<file path="src/rtl/ptm_pkg.sv">
// Package with register map, field layout, reset values and modes of the period timer.
package ptm_pkg;
  // Register byte offsets on the AXI4-Lite bus.
  localparam logic [4:0] OFF_COUNT   = 5'h00;
  localparam logic [4:0] OFF_PERIOD  = 5'h04;
  localparam logic [4:0] OFF_CONTROL = 5'h08;
  localparam logic [4:0] OFF_HALT    = 5'h0c;
  localparam logic [4:0] OFF_RSTSEL  = 5'h10;
  localparam logic [4:0] OFF_STATUS  = 5'h14;
  // Control register fields.
  localparam int CTL_RUN_BIT   = 7;
  localparam int CTL_PRE_LSB   = 4;
  localparam int CTL_POST_LSB  = 0;
  // Halt/mode register fields.
  localparam int HLT_MODE_LSB  = 0;
  // Reset values.
  localparam logic [7:0] PERIOD_RESET = 8'hff;
  localparam logic [7:0] COUNT_RESET  = 8'h00;
  // Mode groups held in the upper two mode bits.
  localparam logic [1:0] GRP_FREE     = 2'h0;
  localparam logic [1:0] GRP_ONESHOT  = 2'h1;
  // AXI responses.
  localparam logic [1:0] RESP_OKAY    = 2'h0;
  localparam logic [1:0] RESP_SLVERR  = 2'h2;
  typedef enum logic [1:0] {PTM_IDLE, PTM_RESP} ptm_bus_e;
endpackage

</file>
<file path="src/rtl/ptm_prescale.sv">
// Prescaler that emits one enable pulse every 2^sel input clocks.
module ptm_prescale #(
  parameter int SEL_W = 3,
  parameter int CNT_W = 7
) (
  // Clock and reset.
  input  wire logic             ref_clk,
  input  wire logic             reset_n,
  // Control.
  input  wire logic             clear,
  input  wire logic [SEL_W-1:0] sel,
  // Output.
  output logic                  tick,
  output logic                  full
);
  logic [CNT_W-1:0] cnt;
  logic [CNT_W-1:0] next_cnt;
  logic [CNT_W-1:0] limit;
  always_comb begin
    limit    = CNT_W'((1 << sel) - 1);
    full     = (cnt == limit);
    tick     = full && !clear;
    next_cnt = (clear || full) ? '0 : cnt + 1'b1;
  end
  always_ff @(posedge ref_clk or negedge reset_n) begin
    if (!reset_n) begin
      cnt <= '0;
    end else begin
      cnt <= next_cnt;
    end
  end
endmodule

</file>
<file path="src/rtl/ptm_sync.sv">
// Two-flop synchroniser for one level.
module ptm_sync (
  // Clock and reset.
  input  wire logic ref_clk,
  input  wire logic reset_n,
  // Level in and out.
  input  wire logic din,
  output logic      dout
);
  logic meta;
  logic next_meta;
  logic next_dout;
  always_comb begin
    next_meta = din;
    next_dout = meta;
  end
  always_ff @(posedge ref_clk or negedge reset_n) begin
    if (!reset_n) begin
      meta <= 1'b0;
      dout <= 1'b0;
    end else begin
      meta <= next_meta;
      dout <= next_dout;
    end
  end
endmodule

</file>
<file path="src/rtl/ptm_timer.sv">
// Period timer with prescaler, postscaler, modes and AXI4-Lite registers.
//
// The register addresses and register access over AXI4-Lite were left to the implementer.
module ptm_timer
  import ptm_pkg::*;
(
  // Clock and reset.
  input  wire logic        ref_clk,
  input  wire logic        reset_n,
  // AXI4-Lite write address and data.
  input  wire logic [4:0]  s_axi_awaddr,
  input  wire logic        s_axi_awvalid,
  output logic             s_axi_awready,
  input  wire logic [31:0] s_axi_wdata,
  input  wire logic [3:0]  s_axi_wstrb,
  input  wire logic        s_axi_wvalid,
  output logic             s_axi_wready,
  // AXI4-Lite write response.
  output logic [1:0]       s_axi_bresp,
  output logic             s_axi_bvalid,
  input  wire logic        s_axi_bready,
  // AXI4-Lite read.
  input  wire logic [4:0]  s_axi_araddr,
  input  wire logic        s_axi_arvalid,
  output logic             s_axi_arready,
  output logic [31:0]      s_axi_rdata,
  output logic [1:0]       s_axi_rresp,
  output logic             s_axi_rvalid,
  input  wire logic        s_axi_rready,
  // External reset source and debug freeze.
  input  wire logic        external_reset_input,
  input  wire logic        debug_freeze,
  // Outputs to peripherals and the PWM unit.
  output logic             postscaled_tick,
  output logic [7:0]       pwm_timer_count,
  output logic             pwm_period_match,
  output logic             pwm_timer_tick
);
  // Registers.
  logic [7:0] timer_count, period_value, period_active;
  logic [7:0] timer_control_reg, halt_mode_reg;
  logic [7:0] reset_source_select;
  logic [3:0] post_cnt;
  logic       match_d, ers_d;
  logic [7:0] next_timer_count, next_period_value, next_period_active;
  logic [7:0] next_timer_control_reg, next_halt_mode_reg, next_reset_source_select;
  logic [3:0] next_post_cnt;
  logic       next_match_d, next_ers_d, next_tick;
  // Bus state.
  ptm_bus_e   wst, next_wst, rst_q, next_rst;
  logic [1:0] next_bresp, next_rresp;
  logic [31:0] next_rdata;
  // Internal.
  logic       ers_sync, ers_rise, ers_fall, ers_level, freeze;
  logic       pre_tick, pre_full, pre_clear;
  logic       wr_go, wr_cnt, wr_ctl, wr_hlt, wr_per;
  logic       run, mode_run, hw_reset, match, oneshot_stop;
  logic [1:0] grp;
  logic [2:0] sub;
  logic       post_clr_ers;
  logic       mono_done, next_mono_done, start_edge;

  ptm_sync u_sync (
    .ref_clk (ref_clk),
    .reset_n (reset_n),
    .din     (external_reset_input),
    .dout    (ers_sync)
  );

  ptm_prescale #(.SEL_W(3), .CNT_W(7)) u_pre (
    .ref_clk (ref_clk),
    .reset_n (reset_n),
    .clear   (pre_clear),
    .sel     (timer_control_reg[CTL_PRE_LSB +: 3]),
    .tick    (pre_tick),
    .full    (pre_full)
  );

  // Bus write decode: both channels taken together in one cycle.
  always_comb begin
    wr_go  = s_axi_awvalid && s_axi_wvalid && (wst == PTM_IDLE);
    s_axi_awready = wr_go;
    s_axi_wready  = wr_go;
    s_axi_arready = (rst_q == PTM_IDLE);
    wr_cnt = wr_go && s_axi_wstrb[0] && (s_axi_awaddr == OFF_COUNT);
    wr_per = wr_go && s_axi_wstrb[0] && (s_axi_awaddr == OFF_PERIOD);
    wr_ctl = wr_go && s_axi_wstrb[0] && (s_axi_awaddr == OFF_CONTROL);
    wr_hlt = wr_go && s_axi_wstrb[0] && (s_axi_awaddr == OFF_HALT);
  end

  // Mode decode and trigger detection.
  always_comb begin
    run     = timer_control_reg[CTL_RUN_BIT];
    grp     = halt_mode_reg[HLT_MODE_LSB+3 +: 2];
    sub     = halt_mode_reg[HLT_MODE_LSB +: 3];
    freeze  = debug_freeze;
    ers_rise  = !freeze && ers_sync && !ers_d;
    ers_fall  = !freeze && !ers_sync && ers_d;
    ers_level = ers_sync;
    mode_run = 1'b0;
    hw_reset = 1'b0;
    start_edge = 1'b0;
    if (grp == GRP_FREE) begin
      unique case (sub)
        3'h0: mode_run = run;
        3'h1: mode_run = run && (freeze ? 1'b0 : ers_level);
        3'h2: mode_run = run && (freeze ? 1'b0 : !ers_level);
        3'h3: begin mode_run = run; hw_reset = ers_rise || ers_fall; end
        3'h4: begin mode_run = run; hw_reset = ers_rise; end
        3'h5: begin mode_run = run; hw_reset = ers_fall; end
        3'h6: begin mode_run = run && ers_level; hw_reset = !freeze && !ers_level; end
        3'h7: begin mode_run = run && !ers_level; hw_reset = !freeze && ers_level; end
      endcase
    end else begin
      // Started modes run once the run bit is set, except sub-mode 0 outside the one-shot group; edge resets restart.
      mode_run = run;
      unique case (sub)
        3'h4: hw_reset = ers_rise;
        3'h5: hw_reset = ers_fall;
        3'h6: hw_reset = !freeze && !ers_level;
        3'h7: hw_reset = !freeze && ers_level;
        default: hw_reset = 1'b0;
      endcase
      if (grp != GRP_ONESHOT && sub == 3'h0) begin
        mode_run = 1'b0;
      end
      unique case (sub)
        3'h0: start_edge = 1'b0;
        3'h1, 3'h4, 3'h6: start_edge = ers_rise;
        3'h2, 3'h5, 3'h7: start_edge = ers_fall;
        3'h3: start_edge = ers_rise || ers_fall;
      endcase
      if (mono_done) begin
        mode_run = 1'b0;
        hw_reset = start_edge;
      end
    end
    match = pre_tick && mode_run && (timer_count == period_active);
    oneshot_stop = match && (grp != GRP_FREE);
    pre_clear = wr_cnt || wr_ctl || hw_reset;
    post_clr_ers = pre_clear;
  end

  // Timer state next values.
  always_comb begin
    next_timer_count         = timer_count;
    next_period_value        = period_value;
    next_period_active       = period_active;
    next_timer_control_reg   = timer_control_reg;
    next_halt_mode_reg       = halt_mode_reg;
    next_reset_source_select = reset_source_select;
    next_post_cnt            = post_cnt;
    next_tick                = 1'b0;
    next_match_d             = match;
    next_ers_d               = ers_sync;
    next_mono_done           = mono_done;
    if (wr_per) next_period_value = s_axi_wdata[7:0];
    if (wr_go && s_axi_wstrb[0] && s_axi_awaddr == OFF_RSTSEL)
      next_reset_source_select = s_axi_wdata[7:0];
    if (wr_hlt) next_halt_mode_reg = {3'h0, s_axi_wdata[4:0]};
    if (match) begin
      next_timer_count = COUNT_RESET;
      if (post_cnt == timer_control_reg[CTL_POST_LSB +: 4]) begin
        next_tick     = 1'b1;
        next_post_cnt = '0;
      end else begin
        next_post_cnt = post_cnt + 1'b1;
      end
      if (grp == GRP_ONESHOT) next_timer_control_reg[CTL_RUN_BIT] = 1'b0;
    end else if (pre_tick && mode_run && !oneshot_stop) begin
      next_timer_count = timer_count + 1'b1;
    end
    if (hw_reset) next_timer_count = COUNT_RESET;
    if (post_clr_ers) next_post_cnt = '0;
    if (wr_ctl && s_axi_wdata[CTL_RUN_BIT] && !run) next_post_cnt = '0;
    if (wr_ctl) next_timer_control_reg = s_axi_wdata[7:0];
    if (wr_cnt) next_timer_count = s_axi_wdata[7:0];
    if (wr_cnt || wr_ctl || wr_hlt || (match && pre_full) || hw_reset)
      next_period_active = period_value;
    if (!grp[1] || wr_ctl || wr_cnt || (mono_done && start_edge)) next_mono_done = 1'b0;
    if (match && grp[1]) next_mono_done = 1'b1;
  end

  always_ff @(posedge ref_clk or negedge reset_n) begin
    if (!reset_n) begin
      timer_count         <= COUNT_RESET;
      period_value        <= PERIOD_RESET;
      period_active       <= PERIOD_RESET;
      timer_control_reg   <= 8'h00;
      halt_mode_reg       <= 8'h00;
      reset_source_select <= 8'h00;
      post_cnt            <= 4'h0;
      postscaled_tick     <= 1'b0;
      match_d             <= 1'b0;
      ers_d               <= 1'b0;
      mono_done           <= 1'b0;
    end else begin
      timer_count         <= next_timer_count;
      period_value        <= next_period_value;
      period_active       <= next_period_active;
      timer_control_reg   <= next_timer_control_reg;
      halt_mode_reg       <= next_halt_mode_reg;
      reset_source_select <= next_reset_source_select;
      post_cnt            <= next_post_cnt;
      postscaled_tick     <= next_tick;
      match_d             <= next_match_d;
      ers_d               <= next_ers_d;
      mono_done           <= next_mono_done;
    end
  end

  always_comb begin
    pwm_timer_count  = timer_count;
    pwm_period_match = match_d;
    pwm_timer_tick   = postscaled_tick;
  end

  // Bus response next values.
  always_comb begin
    next_wst   = wst;
    next_rst   = rst_q;
    next_bresp = s_axi_bresp;
    next_rresp = s_axi_rresp;
    next_rdata = s_axi_rdata;
    if (wr_go) begin
      next_wst   = PTM_RESP;
      next_bresp = (s_axi_awaddr <= OFF_RSTSEL && s_axi_awaddr[1:0] == 2'h0)
                   ? RESP_OKAY : RESP_SLVERR;
    end else if (wst == PTM_RESP && s_axi_bready) begin
      next_wst = PTM_IDLE;
    end
    if (s_axi_arvalid && rst_q == PTM_IDLE) begin
      next_rst   = PTM_RESP;
      next_rresp = RESP_OKAY;
      unique case (s_axi_araddr)
        OFF_COUNT:   next_rdata = {24'h0, timer_count};
        OFF_PERIOD:  next_rdata = {24'h0, period_value};
        OFF_CONTROL: next_rdata = {24'h0, timer_control_reg};
        OFF_HALT:    next_rdata = {24'h0, halt_mode_reg};
        OFF_RSTSEL:  next_rdata = {24'h0, reset_source_select};
        OFF_STATUS:  next_rdata = {19'h0, ers_sync, post_cnt, period_active};
        default: begin
          next_rdata = 32'h0;
          next_rresp = RESP_SLVERR;
        end
      endcase
    end else if (rst_q == PTM_RESP && s_axi_rready) begin
      next_rst = PTM_IDLE;
    end
  end

  always_ff @(posedge ref_clk or negedge reset_n) begin
    if (!reset_n) begin
      wst         <= PTM_IDLE;
      rst_q       <= PTM_IDLE;
      s_axi_bresp <= RESP_OKAY;
      s_axi_rresp <= RESP_OKAY;
      s_axi_rdata <= 32'h0;
    end else begin
      wst         <= next_wst;
      rst_q       <= next_rst;
      s_axi_bresp <= next_bresp;
      s_axi_rresp <= next_rresp;
      s_axi_rdata <= next_rdata;
    end
  end

  always_comb begin
    s_axi_bvalid = (wst == PTM_RESP);
    s_axi_rvalid = (rst_q == PTM_RESP);
  end
endmodule

</file>
<file path="config.mk">
export PLATFORM = sky130hd
export DESIGN_NAME = ptm_timer
export DESIGN_NICKNAME = d
export VERILOG_FILES = /design/src/rtl/ptm_pkg.sv /design/src/rtl/ptm_prescale.sv /design/src/rtl/ptm_sync.sv /design/src/rtl/ptm_timer.sv
export SDC_FILE = /design/constraint.sdc
export NUM_CORES = 1
export LEC_CHECK = 0
export BUFFER_PORTS_ARGS = -buffer_cell sky130_fd_sc_hd__buf_2
export CAP_MARGIN = 20
export CORE_UTILIZATION = 54
export CTS_CLUSTER_SIZE = 40
export DETAILED_ROUTE_END_ITERATION = 8
export PLACE_DENSITY = 0.81
export SYNTH_ARGS = -nofsm -noshare
export SYNTH_HDL_FRONTEND = slang
export SYNTH_HIERARCHICAL = 1
export SYNTH_SLANG_ARGS = --single-unit
</file>
<file path="constraint.sdc">
create_clock -name ref_clk -period 5.36 [get_ports ref_clk]
set_clock_uncertainty 0.05 [all_clocks]
set_input_delay 1.072 -clock ref_clk [delete_from_list [all_inputs] [get_ports ref_clk]]
set_output_delay 1.072 -clock ref_clk [all_outputs]
set_load 0.02 [all_outputs]
</file>
-- Word level (Yosys, flattened, before mapping)
Index checks and enable logic that the tools add are counted.
- register bits after elaboration: 102
- bits in latches: 0
- RAM bits: 0
- bits in read-only memories: 0
- bits of input ports: 55
- output and inout bits: 52
- word-level logic and storage cells: 152
- memories kept: 0
- add/sub/neg operators: 4
- multiply operators: 0
- divide/modulo/power cells: 0
- $lt $le $gt $ge: 1
- equality and inequality tests: 23
- shifts and indexed selects: 1
- mux-type cells: 35
- bitwise gates (word level): 0
- reductions and logical operators: 68
- operators with widths (kind ; count):
    $pmux 13 s6 ; 1
    $mux 8 ; 5
    $logic_and 1x1->1 ; 31
    $eq 5x4->1 const B ; 4
    $mux 4 ; 4
    $eq 5x5->1 const B ; 3
    $mux 1 ; 14
    $eq 3x3->1 const B ; 4
    $mux 2 ; 6
    $reduce_bool 2->1 ; 6
    $eq 5x3->1 const B ; 2
    $logic_not 5->1 ; 2
    $logic_or 1x1->1 ; 10
    $pmux 1 s5 ; 2
    $add 8x1->8 const B ; 1
    $eq 8x8->1 ; 1
    $logic_not 2->1 ; 4
    $pmux 1 s4 ; 2
    $add 7x1->7 const B ; 1
    $eq 7x7->1 ; 1
    $logic_not 1->1 ; 7
    $mux 7 ; 1
    $shl 1x3->7 const A ; 1
    $sub 7x2->7 const B ; 1
    other kinds (14) ; 18

-- Longest topological paths before layout
- depth in word-level cells: 19
- gate-level depth with buffers: 14
- depth with buffers taken out: 12

-- Hierarchy
The synthesis kept the hierarchy.
- by module, submodules not included (module ; instances ; cells each ; area each (sq um) ; sequential area each (sq um)):
    ptm_timer ; 1 ; 359 ; 3817.4 ; 1771.7
    ptm_prescale ; 1 ; 53 ; 510.5 ; 175.2
    ptm_sync ; 1 ; 2 ; 50.0 ; 50.0

-- Least setup slack after synthesis
No wires, ideal clock.
- path kind: input to register
- start: in s_axi_wstrb[0]
- end: reg period_active[0]
- library setup time: 82 ps
- arrival: 4175 ps
- data required time: 5228 ps
- path slack: 1053 ps
- stages: 12
- buffers on the path: 1
- cell sequence: or2b_2 nor3_1 and3b_1 buf_2 nand2b_1 and3b_1 and2_1 nor4b_1 a41oi_2 nor2_2 a221oi_4 mux2_2
- word-level cells in the longest chain between the ends: 11
- RTL lines (what ; line ; source):
    start, declared ; ptm_timer.sv:15 ; input wire logic [3:0] s_axi_wstrb,
    $logic_and 1x1->1 * ; ptm_timer.sv:85, ptm_timer.sv:87 ;
    $logic_and 1x1->1, on equally long branches ; ptm_timer.sv:85, ptm_timer.sv:87 ;
    $logic_or 1x1->1 * (2 in series) ; ptm_timer.sv:140 ; pre_clear = wr_cnt || wr_ctl || hw_reset;
    via post_clr_ers ; ptm_timer.sv:60 ; logic post_clr_ers;
    $logic_not 1->1 * ; ptm_prescale.sv:22 ; tick = full && !clear;
    $logic_and 1x1->1 * ; ptm_prescale.sv:22 ;
    via pre_tick ; ptm_timer.sv:55 ; logic pre_tick, pre_full, pre_clear;
    $logic_and 1x1->1 * (2 in series) ; ptm_timer.sv:138 ; match = pre_tick && mode_run && (timer_count == period_active);
    via match ; ptm_timer.sv:57 ; logic run, mode_run, hw_reset, match, oneshot_stop;
    $logic_and 1x1->1 * ; ptm_timer.sv:178 ; if (wr_cnt || wr_ctl || wr_hlt || (match && pre_full) || hw_reset)
    $logic_or 1x1->1 * (2 in series) ; ptm_timer.sv:178 ;
    end signal, assigned ; ptm_timer.sv:200 ; period_active <= next_period_active;
    end, declared ; ptm_timer.sv:40 ; logic [7:0] timer_count, period_value, period_active;
The timed path passes the listed nets; every way through them passes the cells marked *.
A chain may end at the register's enable or synchronous reset.

-- Worst setup path in the final report
- start: in s_axi_awaddr[4]
- end: reg period_active[2]
- word-level cells in the longest chain between the ends: 11
- RTL lines (what ; line ; source):
    start, declared ; ptm_timer.sv:11 ; input wire logic [4:0] s_axi_awaddr,
    $eq 5x4->1 or $logic_not 5->1 (tied branches) ; ptm_timer.sv:87, ptm_timer.sv:85 ;
    $logic_and 1x1->1, on equally long branches ; ptm_timer.sv:87, ptm_timer.sv:85 ;
    $logic_or 1x1->1 * (2 in series) ; ptm_timer.sv:140 ;
    via post_clr_ers ; ptm_timer.sv:60 ;
    $logic_not 1->1 * ; ptm_prescale.sv:22 ;
    $logic_and 1x1->1 * ; ptm_prescale.sv:22 ;
    via pre_tick ; ptm_timer.sv:55 ;
    $logic_and 1x1->1 * (2 in series) ; ptm_timer.sv:138 ;
    via match ; ptm_timer.sv:57 ;
    $logic_and 1x1->1 * ; ptm_timer.sv:178 ;
    $logic_or 1x1->1 * (2 in series) ; ptm_timer.sv:178 ;
Marked as above.

==> summary.md <==
| Metric | Value |
|---|---|
| Count of input and output buffers | `58` |
| Leading area contributor after synthesis | `sky130_fd_sc_hd__dfrtp_1` |
| Asr flop ratio synth | `100%` |
| Synthesized instance count | `414` |
| Number of design-rule violations left by the first detailed-router iteration | `268` |
| Setup crit start kind | `primary input` |
| Hold-fix buffers at CTS | `0` |
| Minimum setup slack in the final design | `0.835 ns` |
| Crit Path Class | `in -> reg` |
| Flip-flop count of the largest register, all copies and words added | `13` |
| Number of flops mapped to enable cells by yosys | `0` |
| Data arrival time of the critical path | `4.75 ns` |
| Count of cell types in the netlist | `66` |
| Share of cells above drive strength 1 | `31.1%` |
| Total number of yosys warnings | `6` |
| Total power divided by cell area | `304 nW/um^2` |
| Total track usage | `25.1%` |
| Setup fix buffers added after clock tree synthesis | `0` |
| Root buffer selected by CTS | `sky130_fd_sc_hd__clkbuf_8` |
| Placer congestion estimate | `0.903` |
| Average wire per standard cell | `17.4 um` |
| Outcome | `complete, no violations` |
| DRC violations left | `0` |
| Die Area | `8470 um^2` |
| Leftover overflow at the end of global routing | `0` |
| Clock slew seen by the registers of the worst setup and hold paths | `0.08 ns` |
| Library cell contributing the largest single delay on the critical path | `sky130_fd_sc_hd__a221oi_4` |
| TritonCTS clock tree | `yes` |
| Post-DR vias/cell | `5.86` |
| Hold slack | `0.303 ns` |
| Leakage power of the design | `2.22 nW` |
| Required time reported for the critical path endpoint | `5.59 ns` |
| Post-detailed-placement half-perimeter wirelength | `7.04 mm` |
| Via count of the first global-routing pass | `3,194` |
| Count of filler cells inserted in the layout | `672` |
| Worst IR drop on VDD | `145 uV` |
| Antenna violations before repair | `0` |
| Post-synth top area share | `36.0%` |
| Sequential area share after synthesis | `45.6%` |
| Global-route wire length before repair | `16.2 mm` |
| Initial core utilization | `56.4%` |
| Transition at the pin with the smallest max-transition slack | `1.06 ns` |
| Clock sink count | `79` |
| Biggest register | `s_axi_rdata` |
| Worst-case setup slack after placement | `0.528 ns` |
| Design Power | `1.46 mW` |
| Router iterations before antenna repair | `5` |
| Top area cells in the synthesized netlist | `sky130_fd_sc_hd__dfrtp_1 36%, sky130_fd_sc_hd__dfstp_2 9.6%, sky130_fd_sc_hd__mux2_2 9.3%, sky130_fd_sc_hd__buf_4 4.3%, sky130_fd_sc_hd__nand2_1 3.4%` |
| Clock period minus worst slack | `4.52 ns` |
| Period utilisation layout | `84.4%` |
| CP Cell Sequence | `buf_2 > or2b_2 > nor3_1 > and3b_1 > buf_4 > nand2b_1 > and3b_1 > and2_1 > nor4b_1 > a41oi_2 > nor2_2 > a221oi_4 > mux2_2` |
| Total of flip-flops plus latches after synthesis | `79` |
| Max Cap Viol | `0` |
| Cell occurring most often along the worst timing path | `sky130_fd_sc_hd__and3b_1` |
| Endpoints failing setup | `0` |
| Clock latency on the worst-skew pair | `0.35 ns` |
| Detailed-route wire length | `9.94 mm` |
| Num rows | `32` |
| Max-slew violation count | `0` |
| Ys flop type | `sky130_fd_sc_hd__dfrtp_1` |
| Crit-path max FO | `12` |
| Die Height | `92.0 um` |
| Netlist area before placement | `4380 um^2` |
| Final Hold Fails | `0` |
| Max Freq | `0.221 GHz` |
| Synthesized area per cell | `10.6 um^2` |
| H-tree level count | `3` |
| CTS Buf Count | `9` |
| Hold crit path type | `reg -> reg` |
| Ports placed on the boundary | `107` |
| Relative area change from synthesis to final layout | `9.69%` |
| Placeable core region | `7770 um^2` |
| Diodes inserted | `0` |
| Detailed-route via count | `3,350` |
| Slew headroom | `29.3%` |
| Crit. End Element | `register` |
| Max stage delay on crit path | `0.63 ns` |
| Setup repair after global routing missed its margin | `false` |
| Most common cell after layout, fill and taps aside | `sky130_fd_sc_hd__dfrtp_1` |
| Pin count of the biggest net entering global routing | `80` |
| Setup tns final | `0 ns` |
| Detail Route Antenna Nets | `0` |
| Chip Width | `92.0 um` |
| Most frequent cells in the layout | `63 x sky130_fd_sc_hd__dfrtp_1, 58 x sky130_fd_sc_hd__buf_2, 40 x sky130_fd_sc_hd__nand2_1, 36 x sky130_fd_sc_hd__mux2_2, 23 x sky130_fd_sc_hd__o21ai_0` |
| Resize count post-CTS | `0` |
| Maximum clock path buffer count | `2` |
| Net count reported at finish | `523` |
==> logic make-up after synthesis <==
family	synth area share, %
flip-flops	45.6
AND/OR/NAND/NOR	15.7
buffers and inverters	6.89
AO/OA/AOI/OAI	16.4
XOR/XNOR	4.40
adder cells (fa/ha/maj)	0.857
multiplexers	10.0
other	0.0857
==> power by group <==
part	total (mW)	internal (mW)	switching (mW)
Sequential	0.753	0.663	0.0897
Clock	0.401	0.192	0.209
Combinational	0.304	0.132	0.172
Total	1.46	0.987	0.471
==> final cells by class <==
cell class	instances	area, um^2	share of cell area (%)
inverters	7	26.3	0.547
clock inverters	3	17.5	0.365
well taps	102	128	2.66
clock buffers	13	159	3.31
repair buffers	62	320	6.67
flip-flops and latches	79	2000	41.6
multi-input cells	306	2150	44.9
==> layer usage <==
| layer | routed length (um) | GRT usage, % | share of wire (%) |
|---|---|---|---|
| met1 | 4370 | 34.1 | 44 |
| met2 | 4910 | 39.6 | 49 |
| met3 | 454 | 4.06 | 4.6 |
| met4 | 201 | 11.3 | 2.0 |
| met5 | 0 | 0 | 0 |
==> per-stage QoR <==
| stage | instances | util (%) | cell area, um^2 |
|---|---|---|---|
| 2_1_floorplan | 434 | - | 4450 |
| 3_3_place_gp | 555 | 59.5 | 4620 |
| 3_5_place_dp | 555 | 59.5 | 4620 |
| 4_1_cts | 571 | 61.8 | 4800 |
| 5_1_grt | 572 | 61.8 | 4800 |
| 6_report | 572 | 61.8 | 4800 |
==> critical path: cells and delay by family <==
kind            cells  cell delay [ns]
compound gates      2             0.85
buf+inv             2             0.33
mux                 1             0.41
simple gates        8             2.07
==> cell usage after synthesis, types with 11 or more instances <==
library cell and n:
sky130_fd_sc_hd__dfrtp_1 63, sky130_fd_sc_hd__nand3_1 11, sky130_fd_sc_hd__nor2_1 22, sky130_fd_sc_hd__clkbuf_1 12
sky130_fd_sc_hd__a21oi_1 11, sky130_fd_sc_hd__xor2_1 16, sky130_fd_sc_hd__nand2_1 40, sky130_fd_sc_hd__mux2_2 36
sky130_fd_sc_hd__o21ai_0 23, sky130_fd_sc_hd__buf_4 25, sky130_fd_sc_hd__dfstp_2 16
==> worst paths after layout <==
kind / start / end / slack, ns / depth (start not counted)
min reg2reg: u_sync/meta$_DFF_PN0_ / u_sync/dout$_DFF_PN0_ / 0.30 / 0
min in group asynchronous: reset_n / s_axi_rresp[1]$_DFFE_PN0P_ / 0.83 / 1
max in group asynchronous: reset_n / halt_mode_reg[0]$_DFFE_PN0P_ / 3.82 / 1
max: s_axi_awaddr[4] / period_active[2]$_DFFE_PN1P_ / 0.84 / 13
max reg2reg: halt_mode_reg[0]$_DFFE_PN0P_ / period_active[2]$_DFFE_PN1P_ / 1.04 / 12
min: u_sync/meta$_DFF_PN0_ / u_sync/dout$_DFF_PN0_ / 0.30 / 0
(Power assumes the default switching activity.)
